===== src/rtl/mspsq_pkg.sv =====
/*
  Shared constants and types of the multi-segment playback sequencer.
  Assumes a single 20 MHz sample clock on the user side.
*/
package mspsq_pkg;

  // Table sizes
  localparam int NSEG_W = 3;
  localparam int NSEG   = 8;
  localparam int ROW_W  = 5;
  localparam int NROW   = 32;
  localparam int REP_W  = 8;
  localparam int LEN_W  = 16;
  localparam int NAME_W = 32;
  localparam int WORD_W = NSEG_W + LEN_W;

  // Output word fields
  localparam int WORD_SEG_LSB = LEN_W;
  localparam int WORD_OFF_LSB = 0;

  // Reset values
  localparam logic [NSEG_W-1:0] SEL_RST  = 3'h0;
  localparam logic [LEN_W-1:0]  LEN_RST  = 16'h0001;
  localparam logic [NAME_W-1:0] NAME_RST = 32'h0000_0000;

  // Timing: gap inserted on an abort-and-switch
  localparam int CLK_PERIOD_NS = 50;
  localparam int GAP_TIME_NS   = 1000;
  localparam int GAP_W         = 6;
  localparam int GAP_CYC_I     = (GAP_TIME_NS + CLK_PERIOD_NS - 1) / CLK_PERIOD_NS;
  localparam logic [GAP_W-1:0] GAP_CYC = GAP_W'(GAP_CYC_I < 1 ? 1 : GAP_CYC_I);

  // Switch-over policies
  typedef enum logic [1:0] {
    MODE_HOLD     = 2'h0,
    MODE_ABORT    = 2'h1,
    MODE_GAPLESS  = 2'h2,
    MODE_PLAYLIST = 2'h3
  } mspsq_mode_t;

  // Per-row actions
  typedef enum logic [1:0] {
    ACT_ADVANCE = 2'h0,
    ACT_BLANK   = 2'h1,
    ACT_ENDLESS = 2'h2,
    ACT_JUMP    = 2'h3
  } mspsq_act_t;

  typedef enum logic [3:0] {
    ST_IDLE  = 4'h1,
    ST_PLAY  = 4'h2,
    ST_GAP   = 4'h4,
    ST_BLANK = 4'h8
  } mspsq_state_t;

  typedef struct packed {
    logic              en;
    mspsq_act_t        act;
    logic [NSEG_W-1:0] seg;
    logic [REP_W-1:0]  rep;
    logic [ROW_W-1:0]  jump;
  } mspsq_row_t;

endpackage


===== src/rtl/mspsq_stream_if.sv =====
/*
  Valid/ready word stream between sequencer, buffer and the output port.
  Assumes both ends share one clock.
*/
`timescale 1ns/10ps
interface mspsq_stream_if;
  import mspsq_pkg::*;
  logic              valid;
  logic              ready;
  logic [WORD_W-1:0] data;
  modport src (output valid, output data, input ready);
  modport snk (input valid, input data, output ready);
endinterface : mspsq_stream_if


===== src/rtl/mspsq_buf.sv =====
/*
  Two-entry flip-flop buffer on the sample word path.
  Assumes a synchronous sink that may stall at any time.
*/
`timescale 1ns/10ps
module mspsq_buf
  import mspsq_pkg::*;
(
  // Clock and reset
  input wire logic clk,
  input wire logic nrst,
  // Streams
  mspsq_stream_if.snk in_s,
  mspsq_stream_if.src out_s
);

  typedef struct packed {
    logic [1:0][WORD_W-1:0] mem;
    logic                   wp;
    logic                   rp;
    logic [1:0]             cnt;
  } mspsq_buf_t;

  mspsq_buf_t q;
  mspsq_buf_t d;
  logic       push;
  logic       pop;

  assign in_s.ready  = (q.cnt != 2'h2);
  assign out_s.valid = (q.cnt != 2'h0);
  assign out_s.data  = q.mem[q.rp];
  assign push        = in_s.valid & in_s.ready;
  assign pop         = out_s.valid & out_s.ready;

  always_comb begin
    d = q;
    if (push) begin
      d.mem[q.wp] = in_s.data;
      d.wp        = ~q.wp;
    end
    if (pop) begin
      d.rp = ~q.rp;
    end
    case ({push, pop})
      2'b10:   d.cnt = q.cnt + 2'h1;
      2'b01:   d.cnt = q.cnt - 2'h1;
      default: d.cnt = q.cnt;
    endcase
  end

  always_ff @(posedge clk or negedge nrst) begin
    if (!nrst) begin
      q <= '0;
    end else begin
      q <= d;
    end
  end

endmodule // mspsq_buf


===== src/rtl/mspsq_top.sv =====
/*
  Segment sequencer: picks the segment and sample offset output next,
  from a play list or from switch triggers under four policies.
  Assumes host strobes and the trigger pin are synchronous-free inputs
  sampled on clk; sample words leave through a two-entry buffer.
*/
// Contract
// - Advance action moves to next enabled row after segment completes.
// - Blank action stops output after segment until restart arrives.
// - Restart while blanked restarts the play list from the beginning.
// - Endless action replays segment until restart, then restarts play list.
// - Stepping or restarting the play list skips disabled rows.
// - Jump action continues at the row given; targets limited to 32 rows.
// - Selected index names next segment and first segment on enable.
// - External trigger or a changing index write requests a switch.
// - Trigger during the last segment wraps to the first segment.
// - Hold policy ignores triggers; only an index change switches.
// - Abort policy stops at once and restarts after a fixed gap.
// - Gapless policy switches only at segment end, with no gap.
// - Play-list policy follows row order with per-row repeats.
// - Internal source switches to selected index on manual strobe.
// - External source takes switch events from the trigger pin.
// - Play-list policy ignores source selection and manual strobe.
// - Report index and name of the segment being output.
// - Each row carries a repeat count for its segment.
// - Each row carries an enable flag; cleared rows are not played.
`timescale 1ns/10ps
module mspsq_top
  import mspsq_pkg::*;
(
  // Clock and reset
  input  wire logic              clk,
  input  wire logic              nrst,
  // Playback control
  input  wire logic              play_en,
  input  wire mspsq_mode_t       mode,
  input  wire logic              src_ext,
  input  wire logic [NSEG_W-1:0] last_seg,
  input  wire logic              sel_wr,
  input  wire logic [NSEG_W-1:0] sel_wdata,
  input  wire logic              manual_strobe,
  input  wire logic              restart,
  input  wire logic              ext_trig,
  // Play-list row writes
  input  wire logic              row_wr,
  input  wire logic [ROW_W-1:0]  row_addr,
  input  wire mspsq_row_t        row_wdata,
  // Segment table writes
  input  wire logic              seg_wr,
  input  wire logic [NSEG_W-1:0] seg_addr,
  input  wire logic [LEN_W-1:0]  seg_len,
  input  wire logic [NAME_W-1:0] seg_name,
  // Status
  output logic [NSEG_W-1:0]      sel_index,
  output logic [NSEG_W-1:0]      cur_index,
  output logic [NAME_W-1:0]      cur_name,
  output logic                   blanked,
  output logic [ROW_W-1:0]       cur_row,
  // Sample word stream
  output logic                   out_valid,
  input  wire logic              out_ready,
  output logic [WORD_W-1:0]      out_data
);

  typedef struct packed {
    mspsq_state_t                 st;
    logic [NSEG_W-1:0]            cur;
    logic [NSEG_W-1:0]            pend;
    logic                         pend_v;
    logic [NSEG_W-1:0]            sel;
    logic [LEN_W-1:0]             off;
    logic [GAP_W-1:0]             gap;
    logic [ROW_W-1:0]             row;
    logic [REP_W-1:0]             rep;
    logic                         en_prev;
    logic [2:0]                   ext;
    logic [NAME_W-1:0]            name_out;
    logic [NROW-1:0][$bits(mspsq_row_t)-1:0] rows;
    logic [NSEG-1:0][LEN_W-1:0]   lens;
    logic [NSEG-1:0][NAME_W-1:0]  names;
  } mspsq_seq_t;

  // First enabled row at or after start, wrapping; bit ROW_W is found
  function automatic logic [ROW_W:0] find_row(
    input logic [NROW-1:0][$bits(mspsq_row_t)-1:0] rows,
    input logic [ROW_W-1:0]                        start
  );
    logic [ROW_W:0]   res;
    logic [ROW_W-1:0] idx;
    mspsq_row_t       r;
    res = '0;
    for (int i = NROW - 1; i >= 0; i--) begin
      idx = start + ROW_W'(i);
      r   = mspsq_row_t'(rows[idx]);
      if (r.en) begin
        res = {1'b1, idx};
      end
    end
    return res;
  endfunction

  mspsq_stream_if seq_s ();
  mspsq_stream_if buf_s ();

  mspsq_seq_t        q;
  mspsq_seq_t        d;
  mspsq_row_t        row_cur;
  logic              seg_end;
  logic              ext_edge;
  logic              trig;
  logic              sel_chg;
  logic              sw_ev;
  logic [NSEG_W-1:0] sw_tgt;
  logic              seq_load;
  logic [ROW_W-1:0]  seq_from;
  logic [ROW_W:0]    found;
  logic [LEN_W-1:0]  len_cur;
  logic              is_list;
  mspsq_row_t        row_nxt;

  assign row_cur  = mspsq_row_t'(q.rows[q.row]);
  assign len_cur  = (q.lens[q.cur] == '0) ? LEN_RST : q.lens[q.cur];
  assign is_list  = (mode == MODE_PLAYLIST);
  assign ext_edge = q.ext[1] & ~q.ext[2];
  assign seg_end  = (q.st == ST_PLAY) && seq_s.ready && (q.off == len_cur - LEN_W'(1));

  // Switch request decode outside the play list
  always_comb begin
    trig    = src_ext ? ext_edge : manual_strobe;
    sel_chg = sel_wr && (sel_wdata != q.sel);
    sw_ev   = 1'b0;
    sw_tgt  = q.sel;
    if (!is_list) begin
      if (mode == MODE_HOLD) begin
        sw_ev  = sel_chg;
        sw_tgt = sel_wdata;
      end else begin
        sw_ev = sel_chg | trig;
        if (sel_chg) begin
          sw_tgt = sel_wdata;
        end else if (src_ext) begin
          sw_tgt = (q.cur == last_seg) ? '0 : q.cur + NSEG_W'(1);
        end else begin
          sw_tgt = q.sel;
        end
      end
    end
  end

  // Sequencer offers a word in every play cycle
  assign seq_s.valid = (q.st == ST_PLAY);
  assign seq_s.data  = {q.cur, q.off};

  always_comb begin
    d        = q;
    seq_load = 1'b0;
    seq_from = '0;
    found    = '0;
    row_nxt  = '0;
    d.ext    = {q.ext[1:0], ext_trig};
    d.en_prev = play_en;
    d.name_out = q.names[q.cur];
    if (row_wr) begin
      d.rows[row_addr] = row_wdata;
    end
    if (seg_wr) begin
      d.lens[seg_addr]  = seg_len;
      d.names[seg_addr] = seg_name;
    end
    if (sel_wr) begin
      d.sel = sel_wdata;
    end
    if (seq_s.valid && seq_s.ready) begin
      d.off = seg_end ? '0 : q.off + LEN_W'(1);
    end

    if (!play_en) begin
      d.st     = ST_IDLE;
      d.pend_v = 1'b0;
    end else if (!q.en_prev) begin
      if (is_list) begin
        seq_load = 1'b1;
      end else begin
        d.cur = sel_wr ? sel_wdata : q.sel;
        d.off = '0;
        d.st  = ST_PLAY;
      end
    end else if (is_list) begin
      if (restart) begin
        seq_load = 1'b1;
      end else if (seg_end) begin
        if (q.rep + REP_W'(1) < ((row_cur.rep == '0) ? REP_W'(1) : row_cur.rep)) begin
          d.rep = q.rep + REP_W'(1);
        end else begin
          case (row_cur.act)
            ACT_ADVANCE: begin
              seq_load = 1'b1;
              seq_from = q.row + ROW_W'(1);
            end
            ACT_BLANK: begin
              d.st = ST_BLANK;
            end
            ACT_ENDLESS: begin
              d.rep = q.rep;
            end
            ACT_JUMP: begin
              seq_load = 1'b1;
              seq_from = row_cur.jump;
            end
            default: begin
              d.st = ST_BLANK;
            end
          endcase
        end
      end
    end else begin
      // Switch-request-driven policies
      case (q.st)
        ST_PLAY: begin
          if (mode == MODE_ABORT && sw_ev) begin
            d.cur = sw_tgt;
            d.off = '0;
            d.gap = GAP_CYC - GAP_W'(1);
            d.st  = ST_GAP;
            d.pend_v = 1'b0;
          end else if (seg_end && (sw_ev || q.pend_v)) begin
            d.cur    = sw_ev ? sw_tgt : q.pend;
            d.pend_v = 1'b0;
          end else if (sw_ev) begin
            d.pend   = sw_tgt;
            d.pend_v = 1'b1;
          end
        end
        ST_GAP: begin
          if (sw_ev) begin
            d.cur = sw_tgt;
            d.gap = GAP_CYC - GAP_W'(1);
          end else if (q.gap == '0) begin
            d.st = ST_PLAY;
          end else begin
            d.gap = q.gap - GAP_W'(1);
          end
        end
        ST_BLANK, ST_IDLE: begin
          d.cur = q.sel;
          d.off = '0;
          d.st  = ST_PLAY;
        end
        default: begin
          d.st = ST_IDLE;
        end
      endcase
    end

    // Enter a play-list row, skipping disabled ones
    if (seq_load) begin
      found = find_row(q.rows, seq_from);
      d.off = '0;
      d.rep = '0;
      if (found[ROW_W]) begin
        d.row = found[ROW_W-1:0];
        row_nxt = mspsq_row_t'(q.rows[found[ROW_W-1:0]]);
        d.cur   = row_nxt.seg;
        d.st  = ST_PLAY;
      end else begin
        d.st = ST_BLANK;
      end
    end
  end

  // Tables clear on reset: rows off, lengths of one sample
  always_ff @(posedge clk or negedge nrst) begin
    if (!nrst) begin
      q      <= '0;
      q.st   <= ST_IDLE;
      q.sel  <= SEL_RST;
      q.name_out <= NAME_RST;
    end else begin
      q <= d;
    end
  end

  // Two-word buffer so a sink stall loses no word
  mspsq_buf u_buf (
    .clk   (clk),
    .nrst  (nrst),
    .in_s  (seq_s.snk),
    .out_s (buf_s.src)
  );

  assign buf_s.ready = out_ready;
  assign out_valid   = buf_s.valid;
  assign out_data    = buf_s.data;
  assign sel_index   = q.sel;
  assign cur_index   = q.cur;
  assign cur_name    = q.name_out;
  assign blanked     = (q.st == ST_BLANK);
  assign cur_row     = q.row;

endmodule // mspsq_top


===== config.mk =====
export PLATFORM = sky130hd
export DESIGN_NAME = mspsq_top
export DESIGN_NICKNAME = d
export VERILOG_FILES = /design/src/rtl/mspsq_pkg.sv /design/src/rtl/mspsq_stream_if.sv /design/src/rtl/mspsq_buf.sv /design/src/rtl/mspsq_top.sv
export SDC_FILE = /design/constraint.sdc
export NUM_CORES = 2
export LEC_CHECK = 0
export ABC_AREA = 1
export ABC_CLOCK_PERIOD_IN_PS = 7800
export BUFFER_PORTS_ARGS = -buffer_cell sky130_fd_sc_hd__clkbuf_2
export CAP_MARGIN = 20
export CORE_ASPECT_RATIO = 0.75
export CORE_MARGIN = 2
export CORE_UTILIZATION = 35
export CTS_CLUSTER_DIAMETER = 80
export DETAILED_ROUTE_END_ITERATION = 12
export PLACE_DENSITY = 0.63
export SETUP_SLACK_MARGIN = 0.05
export SLEW_MARGIN = 20
export SYNTH_ARGS = -nofsm -noshare
export SYNTH_HDL_FRONTEND = slang
export SYNTH_SLANG_ARGS = --single-unit

===== constraint.sdc =====
create_clock -name clk -period 7.8 [get_ports clk]
set_input_delay 1.56 -clock clk [delete_from_list [all_inputs] [get_ports clk]]
set_output_delay 1.56 -clock clk [all_outputs]
set_load 0.01 [all_outputs]

==> results.md <==
Worst setup path:
- The depth of the most critical reg-to-reg path is 76.
- The critical path class is register to register.
- The critical path starts at cur_index[0].
- The maximum cell stage delay along the critical path is 0.55 ns.
- Among all stages on the critical path, the largest delay is contributed by sky130_fd_sc_hd__dfrtp_4.
- The most numerous cell type found on the critical path is sky130_fd_sc_hd__nand2_1.
- The data arrival time at the worst-slack endpoint is around 8.5 ns.
- The startpoint class of the critical path is a register.
- The required time of the worst setup path is 8.43 ns.
- Along the worst path, the maximum fanout reaches 7.
- The startpoint of the worst register-to-register path is cur_index[0].
- STA classifies the critical path endpoint as a register.

Yosys:
- The sequential area share after synthesis is 0.496.
- The synthesized area per cell is 7.58 µm².
- The number of warnings issued by yosys is 0.
- The count of cell types in the netlist is 64.
- The top cell type's share of synthesized area is 0.495.
- By area the synthesized netlist is led by sky130_fd_sc_hd__dfrtp_1 (50%), sky130_fd_sc_hd__nand2_1 (16%), sky130_fd_sc_hd__o21ai_0 (11%), sky130_fd_sc_hd__nand3_1 (4.1%), sky130_fd_sc_hd__inv_1 (3.2%).
- In this run, synthesis produced a sequential element count of 1,119.
- Of all cell types, the one taking the most synthesized area is sky130_fd_sc_hd__dfrtp_1.
- Counting flops with a built-in enable in the synthesized netlist gives 0.
- In the synthesized netlist, the number of instances is 7,453.
- The post-synthesis async set-or-reset flop share is 1.00.
- The mapped netlist covers 56,500 µm².
- The number of nets in the synthesized netlist is 7,577.
- For this run, the leading register cell type out of synthesis is sky130_fd_sc_hd__dfrtp_1.

Outcome:
- The flow ran to the end, but the final reports show violations.
- The checks that failed: setup timing.

Timing:
- The clock period minus final worst setup slack is 7.84 ns.
- At the pin with the least slew margin, the transition time is between 1 and 1.5 ns.
- The number of hold violations in the final report is 0.
- The ratio of final minimum period to clock period is 1.01.
- Setup violations remaining at the end of the flow were counted as 3.
- Setup repair after global routing could not meet its margin everywhere.
- Derived from the worst setup path, the maximum achievable clock frequency is around 130 MHz.
- Hold is met by 0.350 ns.
- The worst clock skew is about 0.08 ns.
- Once routing completed, OpenROAD measured the worst setup slack at -0.0440 ns.
- Measured against its own limit, the worst slew margin works out to 0.242.
- Setup total negative slack on the finished layout was measured at -0.0918 ns.
- The total count of max-transition violations in the final report was 0.

Layout:
- After the last flow step, the layout net total stands at a little under 8,000.
- The final cell count without fillers is around 10,000.
- For this run, the share of the core covered by cells in the final layout is 0.423.
- The filler cell count is 16,000.
- The share of post-route cells with drive strength above 1 is 0.151.
- The area of the multi-input gates is 25,200 µm².
- The area added between synthesis and finish is 19.8%.
- The library cell used most frequently in the layout, excluding fill and tap cells, is sky130_fd_sc_hd__nand2_1.
- The top cell types in the final layout, fill and taps aside, are sky130_fd_sc_hd__nand2_1 (2,313), sky130_fd_sc_hd__o21ai_0 (1,244), sky130_fd_sc_hd__dfrtp_1 (1,112), sky130_fd_sc_hd__inv_1 (478), sky130_fd_sc_hd__buf_4 (460).
- Summing all flip-flop and latch instances after layout gives about 28,000 µm².

Routing:
- The routed via count is 52,400.
- The remaining routing DRC violations is 0.
- Dividing the detail-routed wire length by the instance count gives about 19 µm.
- For this block, the routed nets add up to 187,000 µm of wire.
- The count of nets left with antenna violations once routing finished came out at 0.
- The DRC marker count from the first detailed-route iteration is roughly 6,100.
- For this run, the detailed router's first-pass iteration total came to 6.
- The average vias per placed instance is approximately 5.3.

Global route:
- The number of antenna violations at the first check in global routing is 2.
- The layer with the highest usage is met1.
- The wire length of the first global-routing pass is 289,000 µm.
- The met1 routing resource usage after global routing is 0.344.
- For this run the aggregate overflow at the end of global routing stands at 0.
- The met3 track demand over resource is 0.0373.
- The met2 track utilization from global routing is 0.317.
- Entering global routing, the biggest net connects 192 pins.
- The number of global-route vias before repair was roughly 49,000.
- The overall fraction of global-route tracks in use is 0.221.

Worst hold path:
- Counting instances, the worst hold path has a depth of 0.
- The class of the most critical hold timing path is register to register.
- In this run the most critical hold path is launched from d[1025].

Power and ir drop:
- The total internal power is 13.0 mW.
- The cell leakage power is 32.8 nW.
- The share of total power consumed by net switching is 0.370.
- Of the total power, registers draw 0.369.
- The relative contribution of combinational cells to total power is 0.352.
- The maximum vdd drop is ~230 µV.
- The cell area power density is between 300 and 400 nW/µm².
- The clock network fraction of design power is 0.279.
- Summed over all nets, the switching power comes to 7.63 mW.

Die:
- The initial utilization of the core area, before any placement, comes to 0.353.
- The die span in x is 468 µm.
- The die covers 165,000 µm².
- The core region is between 150,000 and 200,000 µm².
- The number of rows in the core area is 127.
- From bottom edge to top edge, the die measures around 350 µm.
- The I/O pin total is approximately 160.

Place:
- The count of buffers from port buffering is between 150 and 200.
- The final weighted congestion of routability-driven global placement is 0.970.
- The placed wire-length estimate is around 120,000 µm.
- The cell total after placement is 9,663.

Run:
- The count of max-cap constraint violations is 0.

Clock network:
- The clock tree from TritonCTS is built.
- The number of hold buffers added after CTS is 0.
- The count of H-tree levels built during CTS is 3.
- The tree is rooted in a sky130_fd_sc_hd__clkbuf_16.
- The clock-pin transition on the worst setup and hold timing paths is ~0.060 ns.
- The number of clock sinks is 1,119.
- The longest clock path from root to sink contains 3 buffers.
- TritonCTS created 110 clock buffers.
- The later pin in the worst-skew pair is clocked with a latency of 0.80 ns.
-- sequential cells by signal, indices dropped and copies added (netlist names) --
signal     count
cur_name      32
sel_index      3
d              2
u_buf.q       42
q           1032
cur_row        5
cur_index      3
-- path summary, 6_finish.rpt --
path / slack, ns / endpoint
hold reg to reg: 0.35 / d[1026]
max in group asynchronous: 5.27 / q[334]
setup / recovery: -0.04 / cur_index[0]
setup reg to reg: -0.04 / cur_index[0]
min in group asynchronous: 0.78 / q[622]
hold / removal: 0.35 / d[1026]
-- layout make-up --
cell class                      count  share of cell area
Timing Repair Buffer              714              0.0878
Clock buffer                      159              0.0478
Tap cell                         2128              0.0393
Sequential cell                  1119               0.414
Inverter                          515              0.0293
Multi-Input combinational cell   5268               0.372
Timing Repair inverter              1            0.000240
Clock inverter                     46              0.0101
Antenna cell                        1           0.0000370
-- kinds of logic after synthesis --
kind of cell,Yosys count,share of synthesized area
XOR/XNOR,51,0.00851
adder cells (fa/ha/maj),30,0.00664
buffers and inverters,1066,0.0782
flip-flops,1119,0.496
AND/OR/NAND/NOR,3394,0.242
AO/OA/AOI/OAI,1793,0.169
-- repair_timing --
item                                   in CTS  in global routing
buffers inserted                           11                 53
endpoints found under the hold margin       0                  0
resized for setup                          57                247
pin swaps                                  14                123
setup endpoints to repair                   4                  9
gates cloned                                3                 15
-- power groups by stage --
stage | clock, mW | combinational, mW | sequential [mW]
2_1_floorplan | 0 | 4.31 | 7.46
3_3_place_gp | 0 | 6.56 | 7.65
3_5_place_dp | 0 | 6.64 | 7.68
4_1_cts | 5.85 | 6.75 | 7.60
5_1_grt | 6.09 | 8.06 | 7.74
6_report | 5.75 | 7.27 | 7.61
-- through the flow --
step | total power, mW | setup slack (ns) | cell area, µm²
after detailed placement | 14.3 | -0.411 | 61600
final | 20.6 | -0.0440 | 67700
after global placement | 14.2 | -0.558 | 61600
after floorplan | 11.8 | 0.334 | 56500
after global routing | 21.9 | -0.641 | 67700
after CTS | 20.2 | -0.0618 | 65900
-- cells in the mapped netlist (14+ instances only) --
cell type,count
sky130_fd_sc_hd__a21oi_1,258
sky130_fd_sc_hd__nor3_1,30
sky130_fd_sc_hd__nand4_1,29
sky130_fd_sc_hd__o21ai_1,32
sky130_fd_sc_hd__a31oi_1,57
sky130_fd_sc_hd__buf_1,29
sky130_fd_sc_hd__nor4_1,15
sky130_fd_sc_hd__buf_2,80
sky130_fd_sc_hd__nand3_1,461
sky130_fd_sc_hd__nor2_1,419
sky130_fd_sc_hd__inv_2,24
sky130_fd_sc_hd__o311ai_0,14
sky130_fd_sc_hd__nand2_2,15
sky130_fd_sc_hd__xor2_1,41
sky130_fd_sc_hd__clkbuf_1,369
sky130_fd_sc_hd__ha_1,30
sky130_fd_sc_hd__o221ai_1,16
sky130_fd_sc_hd__nand2_1,2386
sky130_fd_sc_hd__buf_4,64
sky130_fd_sc_hd__o22ai_1,52
sky130_fd_sc_hd__o211ai_1,70
sky130_fd_sc_hd__dfrtp_1,1118
sky130_fd_sc_hd__inv_1,486
sky130_fd_sc_hd__o21ai_0,1253
-- critical path, delay by kind of cell (launching register included) --
family	cells	cell delay (ns)
compound gates	4	0.63
xor+xnor	1	0.14
fa+ha+maj	2	0.41
buf+inv	12	1.49
flops	1	0.55
simple gates	57	4.47
-- per-layer routing --
| layer | part of all wire | up-vias |
|---|---|---|
| li1 | - | 24800 |
| met1 | 0.48 | 25300 |
| met2 | 0.42 | 2068 |
| met3 | 0.083 | 236 |
| met4 | 0.018 | 0 |
| met5 | 0 | - |
No activity file was read; power rests on OpenSTA's default activity.
